### config.mk
export PLATFORM = sky130hd
export DESIGN_NAME = tsc_serial_ctrl
export DESIGN_NICKNAME = d
export VERILOG_FILES = /design/src/include/tsc_pkg.sv /design/src/rtl/tsc_plate_ctrl.sv /design/src/rtl/tsc_serial_ctrl.sv
export SDC_FILE = /design/constraint.sdc
export NUM_CORES = 1
export LEC_CHECK = 0
export BUFFER_PORTS_ARGS = -buffer_cell sky130_fd_sc_hd__buf_2
export CORE_UTILIZATION = 30
export CTS_CLUSTER_DIAMETER = 120
export DETAILED_ROUTE_END_ITERATION = 8
export HOLD_SLACK_MARGIN = 0.02
export PLACE_DENSITY_LB_ADDON = 0.12
export SLEW_MARGIN = 20
export SYNTH_ARGS = -nofsm -noshare
export SYNTH_HDL_FRONTEND = slang
export SYNTH_SLANG_ARGS = --single-unit
### constraint.sdc
create_clock -name i_clk -period 1.9 [get_ports i_clk]
set_clock_uncertainty 0.15 [all_clocks]
set_input_delay 0 -clock i_clk [delete_from_list [all_inputs] [get_ports i_clk]]
set_output_delay 0 -clock i_clk [all_outputs]
set_load 0.01 [all_outputs]
### src/include/tsc_pkg.sv
`default_nettype none

package tsc_pkg;

	// ------------------------------------------------------------
	// Widths and counts
	// ------------------------------------------------------------
	localparam int         CMD_BITS      = 8;
	localparam int         RES_BITS      = 12;
	localparam logic [3:0] LAST_CMD_BIT  = 4'h7;
	localparam logic [3:0] LAST_RES_BIT  = 4'hb;
	localparam logic [3:0] BIT_CNT_ZERO  = 4'h0;
	localparam logic [3:0] BIT_CNT_ONE   = 4'h1;
	localparam logic [11:0] SAR_MSB_MASK = 12'h800;

	// ------------------------------------------------------------
	// Command field layout and codes
	// ------------------------------------------------------------
	localparam int         SRC_LSB       = 4;
	localparam int         SRC_W         = 3;
	localparam int         PD_HI_POS     = 1;
	localparam int         PD_LO_POS     = 0;
	localparam logic [2:0] SRC_CODE_X    = 3'h5;
	localparam logic [2:0] SRC_CODE_Y    = 3'h1;
	localparam logic [2:0] SRC_CODE_Z1   = 3'h3;
	localparam logic [2:0] SRC_CODE_Z2   = 3'h4;
	localparam logic [2:0] SRC_CODE_TEMP = 3'h0;
	localparam logic [2:0] SRC_CODE_BAT  = 3'h2;
	localparam logic [2:0] SRC_CODE_AUXA = 3'h6;
	localparam logic [2:0] SRC_CODE_AUXB = 3'h7;

	// ------------------------------------------------------------
	// Reset values
	// ------------------------------------------------------------
	localparam logic        RST_PEN_EN     = 1'b1;
	localparam logic        RST_POWER_DOWN = 1'b1;
	localparam logic [11:0] RST_RESULT     = 12'h000;
	localparam logic [7:0]  RST_CMD        = 8'h00;

	// ------------------------------------------------------------
	// Types
	// ------------------------------------------------------------
	typedef enum logic [2:0] {
		TSC_MEAS_X, TSC_MEAS_Y, TSC_MEAS_Z1, TSC_MEAS_Z2,
		TSC_MEAS_TEMP, TSC_MEAS_BATTERY, TSC_MEAS_AUX_A, TSC_MEAS_AUX_B
	} tsc_meas_t;

	typedef enum logic [2:0] {
		TSC_ADC_NONE, TSC_ADC_X_PLUS, TSC_ADC_Y_PLUS, TSC_ADC_Y_MINUS,
		TSC_ADC_TEMP, TSC_ADC_BATTERY, TSC_ADC_AUX_A, TSC_ADC_AUX_B
	} tsc_adc_sel_t;

	typedef struct packed {
		logic         x_plus_drive;
		logic         x_minus_drive;
		logic         y_plus_drive;
		logic         y_minus_drive;
		logic         x_plus_pullup;
		tsc_adc_sel_t adc_sel;
	} tsc_plate_ctl_t;

	typedef struct packed {
		tsc_meas_t meas;
		logic      pen_en;
		logic      power_down;
	} tsc_cmd_t;

endpackage

`default_nettype wire

### src/rtl/tsc_plate_ctrl.sv
`timescale 1ns/1ps
`default_nettype none

module tsc_plate_ctrl
	import tsc_pkg::*;
(
	input  wire logic           i_measuring,
	input  wire logic           i_pen_wait,
	input  wire tsc_meas_t      i_meas,
	output tsc_plate_ctl_t      o_plate
);

	// ------------------------------------------------------------
	// Plate switch matrix
	// ------------------------------------------------------------
	always_comb begin
		o_plate = '0;
		o_plate.adc_sel = TSC_ADC_NONE;
		if (i_measuring) begin
			unique case (i_meas)
				TSC_MEAS_X: begin
					o_plate.x_plus_drive  = 1'b1; // [RULE_12]
					o_plate.x_minus_drive = 1'b1; // [RULE_12]
					o_plate.adc_sel       = TSC_ADC_Y_PLUS; // [RULE_12]
				end
				TSC_MEAS_Y: begin
					o_plate.y_plus_drive  = 1'b1; // [RULE_13]
					o_plate.y_minus_drive = 1'b1; // [RULE_13]
					o_plate.adc_sel       = TSC_ADC_X_PLUS; // [RULE_13]
				end
				TSC_MEAS_Z1: begin
					o_plate.y_plus_drive  = 1'b1; // [RULE_14]
					o_plate.x_minus_drive = 1'b1; // [RULE_14]
					o_plate.adc_sel       = TSC_ADC_X_PLUS; // [RULE_14]
				end
				TSC_MEAS_Z2: begin
					o_plate.y_plus_drive  = 1'b1; // [RULE_14]
					o_plate.x_minus_drive = 1'b1; // [RULE_14]
					o_plate.adc_sel       = TSC_ADC_Y_MINUS; // [RULE_14]
				end
				// Plates stay open for internal sources
				TSC_MEAS_TEMP:    o_plate.adc_sel = TSC_ADC_TEMP; // [RULE_15]
				TSC_MEAS_BATTERY: o_plate.adc_sel = TSC_ADC_BATTERY; // [RULE_15]
				TSC_MEAS_AUX_A:   o_plate.adc_sel = TSC_ADC_AUX_A; // [RULE_15]
				TSC_MEAS_AUX_B:   o_plate.adc_sel = TSC_ADC_AUX_B; // [RULE_15]
			endcase
		end else if (i_pen_wait) begin
			o_plate.x_plus_pullup = 1'b1; // [RULE_16]
			o_plate.y_minus_drive = 1'b1; // [RULE_16]
		end
	end

endmodule

`default_nettype wire

### src/rtl/tsc_serial_ctrl.sv
`timescale 1ns/1ps
`default_nettype none

//Function
//[RULE_01] Result bits leave on serial clock falls
//[RULE_02] MSB appears as busy falls
//[RULE_03] Result output low when not shifting
//[RULE_04] Chip select high floats result, busy
//[RULE_05] Busy low once chip select low
//[RULE_06] Busy high from eighth to ninth fall
//[RULE_07] Eight command bits sampled on rises
//[RULE_08] Host keeps command input low idle
//[RULE_09] Commands accepted only with chip select low
//[RULE_10] Enabled pen interrupt pulls low on touch (code: only while chip select high)
//[RULE_11] Disabled pen interrupt stays released high
//[RULE_12] X: drive X plates, sense Y plus
//[RULE_13] Y: drive Y plates, sense X plus
//[RULE_14] Pressure: drive Y plus, X minus
//[RULE_15] Internal sources leave all plates open
//[RULE_16] Pen wait: X plus pullup, Y minus ground
//[RULE_17] Successive approximation gives twelve-bit results
//[RULE_18] Both power-down bits zero: full power-down
//[RULE_19] Remaining bits descend, then output low
//[RULE_20] Command fields decoded by named encoding
module tsc_serial_ctrl
	import tsc_pkg::*;
(
	input  wire logic           i_clk,
	input  wire logic           i_sys_rst,
	input  wire logic           i_chip_select_n,
	input  wire logic           i_serial_clock,
	input  wire logic           i_cmd_in,
	input  wire logic           i_pen_touched,
	input  wire logic           i_sar_cmp_high,
	output logic                o_result_out,
	output logic                o_result_out_oe,
	output logic                o_busy,
	output logic                o_busy_oe,
	output logic                o_touch_irq_n,
	output logic                o_touch_irq_n_oe,
	output logic [11:0]         o_sar_dac_code,
	output logic                o_sar_sample,
	output logic [11:0]         o_result_word,
	output logic                o_result_valid,
	output logic                o_power_down,
	output logic                o_pen_irq_en,
	output tsc_plate_ctl_t      o_plate
);

	// ------------------------------------------------------------
	// Frame states
	// ------------------------------------------------------------
	typedef enum logic [2:0] {
		ST_IDLE, ST_COMMAND, ST_ACQUIRE, ST_CONVERT, ST_DONE
	} tsc_state_t;

	tsc_state_t   state_reg;
	tsc_state_t   state_next;
	logic         sclk_reg;
	logic         sclk_rise;
	logic         sclk_fall;
	logic [3:0]   bit_cnt_reg;
	logic [7:0]   shift_reg;
	logic [7:0]   cmd_word;
	tsc_cmd_t     cmd_reg;
	tsc_cmd_t     cmd_dec;
	logic [11:0]  code_reg;
	logic [11:0]  mask_reg;
	logic [11:0]  code_next;
	logic         out_reg;
	logic         busy_reg;
	logic         irq_drive_reg;
	logic         valid_reg;
	logic [11:0]  word_reg;
	logic         measuring;
	logic         pen_wait;

	// ------------------------------------------------------------
	// Serial clock edges
	// ------------------------------------------------------------
	// Serial clock is synchronous to i_clk, so a single history
	// flop is enough; it must stay below half the system rate.
	always_ff @(posedge i_clk) begin
		if (i_sys_rst) begin
			sclk_reg <= 1'b0;
		end else begin
			sclk_reg <= i_serial_clock;
		end
	end

	assign sclk_rise = i_serial_clock & ~sclk_reg;
	assign sclk_fall = ~i_serial_clock & sclk_reg;

	// ------------------------------------------------------------
	// Command decode
	// ------------------------------------------------------------
	assign cmd_word = {shift_reg[6:0], i_cmd_in};

	always_comb begin
		cmd_dec.power_down = ~cmd_word[PD_HI_POS] & ~cmd_word[PD_LO_POS]; // [RULE_18]
		cmd_dec.pen_en     = ~cmd_word[PD_LO_POS];
		unique case (cmd_word[SRC_LSB +: SRC_W]) // [RULE_20]
			SRC_CODE_X:    cmd_dec.meas = TSC_MEAS_X;
			SRC_CODE_Y:    cmd_dec.meas = TSC_MEAS_Y;
			SRC_CODE_Z1:   cmd_dec.meas = TSC_MEAS_Z1;
			SRC_CODE_Z2:   cmd_dec.meas = TSC_MEAS_Z2;
			SRC_CODE_TEMP: cmd_dec.meas = TSC_MEAS_TEMP;
			SRC_CODE_BAT:  cmd_dec.meas = TSC_MEAS_BATTERY;
			SRC_CODE_AUXA: cmd_dec.meas = TSC_MEAS_AUX_A;
			SRC_CODE_AUXB: cmd_dec.meas = TSC_MEAS_AUX_B;
		endcase
	end

	// ------------------------------------------------------------
	// Frame sequencer
	// ------------------------------------------------------------
	always_comb begin
		state_next = state_reg;
		unique case (state_reg)
			ST_IDLE: begin
				state_next = ST_COMMAND;
			end
			ST_COMMAND: begin
				if (sclk_rise && bit_cnt_reg == LAST_CMD_BIT) begin
					state_next = ST_ACQUIRE; // [RULE_07]
				end
			end
			ST_ACQUIRE: begin
				if (sclk_fall) begin
					state_next = ST_CONVERT;
				end
			end
			ST_CONVERT: begin
				if (sclk_fall && bit_cnt_reg == LAST_RES_BIT) begin
					state_next = ST_DONE;
				end
			end
			ST_DONE: begin
				state_next = ST_DONE;
			end
		endcase
		// Chip select high aborts any frame in progress
		if (i_chip_select_n) begin
			state_next = ST_IDLE; // [RULE_09]
		end
	end

	always_ff @(posedge i_clk) begin
		if (i_sys_rst) begin
			state_reg <= ST_IDLE;
		end else begin
			state_reg <= state_next;
		end
	end

	// ------------------------------------------------------------
	// Bit counter
	// ------------------------------------------------------------
	always_ff @(posedge i_clk) begin
		if (i_sys_rst || i_chip_select_n) begin
			bit_cnt_reg <= BIT_CNT_ZERO;
		end else if (state_reg == ST_COMMAND && sclk_rise) begin
			if (bit_cnt_reg == LAST_CMD_BIT) begin
				bit_cnt_reg <= BIT_CNT_ZERO;
			end else begin
				bit_cnt_reg <= bit_cnt_reg + BIT_CNT_ONE;
			end
		end else if (state_reg == ST_CONVERT && sclk_fall) begin
			bit_cnt_reg <= bit_cnt_reg + BIT_CNT_ONE;
		end
	end

	// ------------------------------------------------------------
	// Command shifter and latch
	// ------------------------------------------------------------
	always_ff @(posedge i_clk) begin
		if (i_sys_rst || i_chip_select_n) begin
			shift_reg <= RST_CMD;
		end else if (state_reg == ST_COMMAND && sclk_rise) begin
			shift_reg <= cmd_word; // [RULE_07]
		end
	end

	always_ff @(posedge i_clk) begin
		if (i_sys_rst) begin
			cmd_reg.meas       <= TSC_MEAS_TEMP;
			cmd_reg.pen_en     <= RST_PEN_EN;
			cmd_reg.power_down <= RST_POWER_DOWN;
		end else if (!i_chip_select_n && state_reg == ST_COMMAND && sclk_rise
			&& bit_cnt_reg == LAST_CMD_BIT) begin
			cmd_reg <= cmd_dec; // [RULE_09]
		end
	end

	// ------------------------------------------------------------
	// Successive approximation
	// ------------------------------------------------------------
	// Each fall keeps or drops the trial bit from the comparator,
	// then arms the next lower bit.
	always_comb begin
		code_next = i_sar_cmp_high ? code_reg : (code_reg & ~mask_reg);
		code_next = code_next | (mask_reg >> 1);
	end

	always_ff @(posedge i_clk) begin
		if (i_sys_rst) begin
			code_reg <= RST_RESULT;
			mask_reg <= RST_RESULT;
		end else if (state_reg == ST_ACQUIRE && sclk_fall) begin
			code_reg <= SAR_MSB_MASK; // [RULE_17]
			mask_reg <= SAR_MSB_MASK;
		end else if (state_reg == ST_CONVERT && sclk_fall) begin
			code_reg <= code_next; // [RULE_17]
			mask_reg <= mask_reg >> 1;
		end
	end

	always_ff @(posedge i_clk) begin
		if (i_sys_rst) begin
			word_reg  <= RST_RESULT;
			valid_reg <= 1'b0;
		end else begin
			valid_reg <= 1'b0;
			if (state_reg == ST_CONVERT && sclk_fall && bit_cnt_reg == LAST_RES_BIT) begin
				word_reg  <= code_next & ~(mask_reg >> 1);
				valid_reg <= 1'b1;
			end
		end
	end

	// ------------------------------------------------------------
	// Result output
	// ------------------------------------------------------------
	// Comparator decision goes straight out, MSB first.
	always_ff @(posedge i_clk) begin
		if (i_sys_rst || i_chip_select_n) begin
			out_reg <= 1'b0;
		end else if (state_reg == ST_CONVERT && sclk_fall) begin
			out_reg <= i_sar_cmp_high; // [RULE_01] [RULE_02] [RULE_19]
		end else if (state_reg == ST_DONE && sclk_fall) begin
			out_reg <= 1'b0; // [RULE_19]
		end else if (state_reg != ST_CONVERT && state_reg != ST_DONE) begin
			out_reg <= 1'b0; // [RULE_03]
		end
	end

	// ------------------------------------------------------------
	// Busy output
	// ------------------------------------------------------------
	always_ff @(posedge i_clk) begin
		if (i_sys_rst || i_chip_select_n) begin
			busy_reg <= 1'b0; // [RULE_05]
		end else if (state_reg == ST_ACQUIRE && sclk_fall) begin
			busy_reg <= 1'b1; // [RULE_06]
		end else if (sclk_fall) begin
			busy_reg <= 1'b0; // [RULE_06]
		end
	end

	// ------------------------------------------------------------
	// Pen interrupt
	// ------------------------------------------------------------
	// Open drain: low while touched with pen_en set and chip select high, released otherwise.
	always_ff @(posedge i_clk) begin
		if (i_sys_rst) begin
			irq_drive_reg <= 1'b0;
		end else begin
			irq_drive_reg <= i_chip_select_n && cmd_reg.pen_en && i_pen_touched; // [RULE_10] [RULE_11]
		end
	end

	// ------------------------------------------------------------
	// Plate control
	// ------------------------------------------------------------
	// Tracking starts once the command is in; plates go to the pen
	// wait setup (all open if pen_en is clear) as soon as the last result bit is decided.
	assign measuring = (state_reg == ST_ACQUIRE) || (state_reg == ST_CONVERT);
	assign pen_wait  = cmd_reg.pen_en && !measuring; // [RULE_16]

	tsc_plate_ctrl u_plate (
		.i_measuring (measuring),
		.i_pen_wait  (pen_wait),
		.i_meas      (cmd_reg.meas),
		.o_plate     (o_plate)
	);

	// ------------------------------------------------------------
	// Outputs
	// ------------------------------------------------------------
	assign o_result_out     = out_reg;
	assign o_result_out_oe  = ~i_chip_select_n; // [RULE_04]
	assign o_busy           = busy_reg;
	assign o_busy_oe        = ~i_chip_select_n; // [RULE_04]
	assign o_touch_irq_n    = 1'b0;
	assign o_touch_irq_n_oe = irq_drive_reg;
	assign o_sar_dac_code   = code_reg;
	assign o_sar_sample     = (state_reg == ST_ACQUIRE);
	assign o_result_word    = word_reg;
	assign o_result_valid   = valid_reg;
	assign o_power_down     = cmd_reg.power_down; // [RULE_18]
	assign o_pen_irq_en     = cmd_reg.pen_en;

endmodule

`default_nettype wire

==> results of run 1 <==
-- cell usage after synthesis, drive strengths merged (2+ instances only) --
| library cell | count | share of area |
|---|---|---|
| a21oi | 40 | 0.073 |
| mux2i | 18 | 0.065 |
| o21ai | 20 | 0.036 |
| o21a | 2 | 0.0054 |
| nor3 | 2 | 0.0036 |
| nand3b | 2 | 0.0054 |
| o41ai | 3 | 0.015 |
| a31o | 9 | 0.028 |
| nor3b | 2 | 0.0072 |
| a21o | 2 | 0.0054 |
| and3b | 2 | 0.0063 |
| inv | 13 | 0.018 |
| clkbuf | 8 | 0.011 |
| buf | 15 | 0.036 |
| nor4 | 2 | 0.0068 |
| nand4 | 3 | 0.012 |
| o211ai | 2 | 0.0054 |
| and2 | 2 | 0.0045 |
| nand4b | 2 | 0.0063 |
| dfxtp | 59 | 0.43 |
| and4bb | 2 | 0.0090 |
| a311o | 2 | 0.0072 |
| nand2 | 20 | 0.027 |
| nand3 | 21 | 0.038 |
| or4 | 9 | 0.024 |
| nor2 | 10 | 0.014 |
| o31ai | 3 | 0.0081 |
| nand2b | 7 | 0.016 |
| nor2b | 13 | 0.029 |
-- timing repair --
item / in CTS / in global routing
resized for setup: 0 / 2
hold buffers: 8 / 0
endpoints found under the hold margin: 11 / 0
setup endpoints to repair: 0 / 1
-- metrics by stage --
stage	setup slack, ns	std cells	hold slack, ns	total power (µW)
2_1_floorplan	0.328	310	-0.0764	1350
3_3_place_gp	0.174	450	0.125	1390
6_report	0.125	474	0.306	2700
4_1_cts	0.0499	474	0.296	2730
3_5_place_dp	0.150	450	0.127	1390
5_1_grt	0.0193	474	0.306	2800
-- area by class of cell --
cell class	instances	area [µm²]	area share
Tap cell	108	135	0.0395
Sequential cell	59	1180	0.345
Timing Repair Buffer	63	413	0.121
Inverter	13	51.3	0.0150
Multi-Input combinational cell	215	1420	0.414
Clock inverter	7	100	0.0293
Clock buffer	9	124	0.0362
-- cell families after synthesis --
group,after synthesis,synth area share
simple gates,104,0.224
mux,18,0.0649
xor+xnor,1,0.00856
other cells,1,0.00135
compound gates,90,0.207
fa+ha+maj,1,0.00451
buf+inv,36,0.0644
flops,59,0.425
-- worst reg2reg max path: cells and delay by family (launching register included) --
kind	cells	cell delay [ns]
AND/OR/NAND/NOR	1	0.31
adder cells (fa/ha/maj)	1	0.28
flip-flops	1	0.37
AO/OA/AOI/OAI	2	0.54
-- power by group through the flow --
stage          sequential (µW)  combinational, µW  clock, µW
3_5_place_dp              1270                118          0
2_1_floorplan             1270               76.3          0
4_1_cts                   1240                131       1350
3_3_place_gp              1270                118          0
5_1_grt                   1250                141       1420
6_report                  1240                132       1330
-- routing by layer --
metal,vias up,track usage,part of all wire
met5,-,0,0
met4,0,0.0700,0.016
met3,10,0.0401,0.042
met2,43,0.238,0.45
met1,1142,0.210,0.49
li1,1219,-,-
-- worst min path at each step --
stage,from,end,slack [ns]
after floorplan,i_chip_select_n,o_busy_oe,-0.08
after global placement,i_cmd_in,o_power_down$_SDFFE_PP1P_,0.12
after detailed placement,i_cmd_in,o_power_down$_SDFFE_PP1P_,0.13
after CTS,i_cmd_in,o_power_down$_SDFFE_PP1P_,0.30
after global routing,i_cmd_in,o_power_down$_SDFFE_PP1P_,0.31
final,i_cmd_in,o_power_down$_SDFFE_PP1P_,0.31
==> summary.txt, run 1 <==
Run
  • Max Cap Viol: 0

STA
  • Final period util: 0.934
  • Worst-Margin Slew: 0.572 ns
  • Final Hold Viols: 0
  • Fmax: 563 MHz
  • Minimum clock period: 1.77 ns
  • RSZ-0062 raised after global routing: false
  • Final setup TNS: 0 ns
  • Final setup violation count: 0
  • Count of final max-slew check failures: 0
  • Slew margin rel.: 0.619

Worst setup path
  • Critical path's slowest cell: o41ai_1
  • Critical path class: reg -> reg
  • Depth of the worst register-to-register path: 4
  • Worst Path Buf+Inv: 0
  • CP top delay family: compound AO/OA/AOI/OAI gates
  • FF-to-FF setup slack: 0.13 ns
  • Setup crit end: o_power_down$_SDFFE_PP1P_
  • Worst reg2reg path startpoint: bit_cnt_reg[0]$_SDFFE_PP0P_
  • CP peak stage delay: 0.40 ns
  • Crit-path cells: ha_1 -> nand3b_1 -> o41ai_1 -> o311ai_1
  • CP required: 1.96 ns
  • Worst path arrival time: 1.84 ns
  • CP Capture Type: register
  • CP Launch Type: register
  • Crit path max fanout: 7
  • R2R Path End: o_power_down$_SDFFE_PP1P_
  • Worst Setup SP: bit_cnt_reg[0]$_SDFFE_PP0P_
  • Number of stages on the worst setup path: 4

Power and ir drop
  • Power density over the cells: 790 nW/µm²
  • Reg power frac: 0.461
  • Switching pwr: 671 µW
  • Internal power: 2030 µW
  • Comb pwr share: 0.049
  • Sw frac: 0.248
  • VDD IR max: 0.341 mV
  • Clock share of power: 0.491
  • Static Leak: 0.00138 µW

Synthesis
  • Mean post-synth cell area: 8.96 µm²
  • Top FF cell, synth: dfxtp_1
  • Distinct cells, synth: 53
  • Asr flop ratio synth: 0
  • Post-synth EDFFs: 0
  • Sequential area share after synthesis: 0.425
  • Synthesized Nets: 318
  • Synth Instances: 310
  • Synthesized area: 2780 µm²
  • Yosys warns: 0
  • Post-synthesis register bit count: 59

CTS
  • Total CTS buffers: 9
  • CTS tree: built
  • Clk slew on worst S/H paths: 0.07 ns
  • Clock latency on the worst-skew pair: 0.34 ns
  • Setup bufs post-CTS: 0
  • Clock root cell: clkbuf_8
  • CTS max path bufs: 2
  • H-tree Lvls: 3
  • Sink Count: 59

Min path
  • Hold depth: 3
  • Type of the worst min-delay path: in -> reg

GRT
  • Tot GR Track Use: 0.157
  • Overflow after GRT: 0
  • Number of global-route vias before repair: 2281
  • Largest net degree at the start of global routing: 24
  • Initial antenna violation count: 0
  • Global-route wire length before repair: 11.7 mm

Place
  • IO buf count: 47
  • Placed inst area: 3110 µm²
  • Routability cong.: 0.777
  • Detailed Place HPWL: 4.69 mm

Detailed routing
  • Final ANT Viol Nets: 0
  • First-pass iteration count of the detailed router: 6
  • Initial DRC Count: 135
  • Via count: 2414
  • # DRC: 0
  • Avg Vias per Cell: 5.09
  • WL/cell: 15.3 µm
  • Routed wire length: 7.24 mm

Layout
  • Fill count: 925
  • Most frequent cells in the layout: 59 x dfxtp_1, 47 x buf_2, 39 x a21oi_1
  • Nets: 369
  • Final Cell Area: 3420 µm²
  • Layout cell share with drive strength beyond 1: 0.246
  • Final core utilization: 0.387
  • Commonest non-fill, non-tap cell in the layout: dfxtp_1
  • Area Overhead vs Synth: 23.2%
  • Antenna cell count: 0

Floorplan
  • Core Region: 8850 µm²
  • Row count: 34
  • Die height: 98.2 µm
  • Die Wd: 98.2 µm
  • I/O pin cnt: 49
  • Die ar.: 9640 µm²
  • Initial Util: 0.314

Run status
  • Status: finished clean
Note: power is estimated with default switching activity, not from simulation.
==> inputs of run 2 (changes only) <==
MAX_ROUTING_LAYER = met4   (was not set)
==> summary.txt, run 2 (synthesis gave the netlist of run 1 again) <==
Power and ir drop
  • Switching pwr: 665 µW (-0.75%)
  • Internal power: 2030 µW (about the same)
  • Static Leak: 0.00138 µW (unchanged)
  • Sw frac: 0.247 (-0.00141)
  • VDD IR max: 0.340 mV (-0.11%)
  • Comb pwr share: 0.049 (about the same)
  • Power density over the cells: 788 nW/µm² (-0.18%)
  • Reg power frac: 0.461 (about the same)
  • Clock share of power: 0.490 (about the same)

Place
  • Detailed Place HPWL: 4.69 mm (unchanged)
  • Routability cong.: 0.788 (+1.4%)
  • Placed inst area: 3110 µm² (unchanged)
  • IO buf count: 47 (unchanged)
  • Placed cells: 450 (unchanged)

Layout
  • Final cell count without fillers: 474 (unchanged)
  • Most frequent cells in the layout: 59 x dfxtp_1, 47 x buf_2, 39 x a21oi_1
  • Layout cell share with drive strength beyond 1: 0.246 (unchanged)
  • Nets: 369 (unchanged)
  • Area taken by multi-input logic gates: 1420 µm² (unchanged)
  • Commonest non-fill, non-tap cell in the layout: dfxtp_1
  • Fill count: 925 (unchanged)
  • Antenna cell count: 0 (unchanged)
  • Area Overhead vs Synth: 23.2% (unchanged)
  • Final Cell Area: 3420 µm² (unchanged)
  • Register Area: 1180 µm² (unchanged)

CTS
  • Sink Count: 59 (unchanged)
  • H-tree Lvls: 3 (unchanged)
  • Clk slew on worst S/H paths: 0.08 ns (about the same)
  • Total CTS buffers: 9 (unchanged)
  • Setup bufs post-CTS: 0 (unchanged)
  • CTS tree: built
  • CTS max path bufs: 2 (unchanged)
  • Clock latency on the worst-skew pair: 0.34 ns (about the same)
  • Clock root cell: clkbuf_8

GRT
  • Number of global-route vias before repair: 2283 (+0.088%)
  • Initial antenna violation count: 0 (unchanged)
  • Overflow after GRT: 0 (unchanged)
  • Tot GR Track Use: 0.161 (+0.00418)
  • Global-route wire length before repair: 11.7 mm (about the same)
  • Largest net degree at the start of global routing: 24 (unchanged)

Worst setup path
  • CP required: 1.96 ns (about the same)
  • Critical path's slowest cell: o41ai_1
  • CP Capture Type: register
  • Worst path arrival time: 1.83 ns (about the same)
  • Crit-path cells: ha_1 -> nand3b_1 -> o41ai_1 -> o311ai_1
  • CP Launch Type: register
  • Crit path max fanout: 7 (unchanged)
  • Critical path class: reg -> reg
  • CP peak stage delay: 0.41 ns (about the same)

Floorplan
  • Row count: 34 (unchanged)
  • Die ar.: 9640 µm² (unchanged)
  • Die height: 98.2 µm (unchanged)
  • Core Region: 8850 µm² (unchanged)
  • Initial Util: 0.314 (unchanged)
  • I/O pin cnt: 49 (unchanged)
  • Die Wd: 98.2 µm (unchanged)

STA
  • Hold Slack: 0.308 ns (+0.00151 ns)
  • Minimum clock period: 1.78 ns (+0.000635 ns)
  • Final setup violation count: 0 (unchanged)
  • Final Hold Viols: 0 (unchanged)
  • Worst-Margin Slew: 0.574 ns (+0.00177 ns)
  • RSZ-0062 raised after global routing: false
  • Final period util: 0.934 (about the same)
  • Count of final max-slew check failures: 0 (unchanged)
  • Slew margin rel.: 0.616 (-0.00286)
  • Final setup TNS: 0 ns (unchanged)
  • Fmax: 563 MHz (about the same)

Min path
  • Type of the worst min-delay path: reg -> reg

Run status
  • Status: finished clean

Detailed routing
  • # DRC: 0 (unchanged)
  • Routed wire length: 7.22 mm (-0.21%)
  • Final ANT Viol Nets: 0 (unchanged)
  • Via count: 2400 (-0.58%)
  • Avg Vias per Cell: 5.06 (-0.58%)
  • Initial DRC Count: 130 (-3.7%)
  • WL/cell: 15.2 µm (-0.21%)
  • First-pass iteration count of the detailed router: 6 (unchanged)

Run
  • Max Cap Viol: 0 (unchanged)
[run 2: cell counts in the layout (fill, tap and decap cells not counted)]
No cell type changed its count.
[run 2: critical path: cells and delay by family, from the launching register on]
kind	cells	cell delay [ns]
AO/OA/AOI/OAI	2	0.55
adder cells (fa/ha/maj)	1	0.27
flip-flops	1	0.37
AND/OR/NAND/NOR	1	0.31
[run 2: worst paths after layout]
path                                                    start                             to  slack (ns)  cells past startpoint
worst max-delay path              bit_cnt_reg[0]$_SDFFE_PP0P_      o_power_down$_SDFFE_PP1P_        0.12                      4
worst min-delay path            o_result_word[7]$_SDFFE_PP0P_  o_result_word[7]$_SDFFE_PP0P_        0.31                      2
worst max register to register    bit_cnt_reg[0]$_SDFFE_PP0P_      o_power_down$_SDFFE_PP1P_        0.12                      4
worst min register to register  o_result_word[7]$_SDFFE_PP0P_  o_result_word[7]$_SDFFE_PP0P_        0.31                      2
[run 2: final cells by class]
type                    count  area share
flip-flops and latches     59       0.345
repair buffers             63       0.121
clock inverters             7      0.0293
well taps                 108      0.0395
inverters                  13      0.0150
multi-input cells         215       0.414
clock buffers               9      0.0362
[run 2: repair_timing]
action,CTS,global route
hold buffers,8,0
resized for setup,0,2
setup endpoints to repair,0,1
hold endpoints to repair,11,0
[run 2: power by group through the flow]
stage / clock [µW] / combinational (µW) / sequential (µW)
3_5_place_dp: 0 / 118 / 1270
4_1_cts: 1350 / 131 / 1240
6_report: 1320 / 131 / 1240
2_1_floorplan: 0 / 76.3 / 1270
3_3_place_gp: 0 / 118 / 1270
5_1_grt: 1420 / 141 / 1250
[run 2: per-layer routing]
layer / vias to the layer above / wire (µm) / global-route usage
met5: - / 0 / -
met1: 1139 / 3500 / 0.210
met2: 42 / 3410 / 0.238
li1: 1217 / - / -
met4: 0 / 43 / 0.0666
met3: 2 / 271 / 0.0401
[run 2: metrics by stage]
stage / utilization / setup WS, ns / total power, µW
after global placement: 0.352 / 0.174 / 1390
final: 0.387 / 0.125 / 2700
after detailed placement: 0.352 / 0.150 / 1390
after floorplan: - / 0.328 / 1350
after CTS: 0.386 / 0.0499 / 2730
after global routing: 0.387 / 0.0212 / 2800
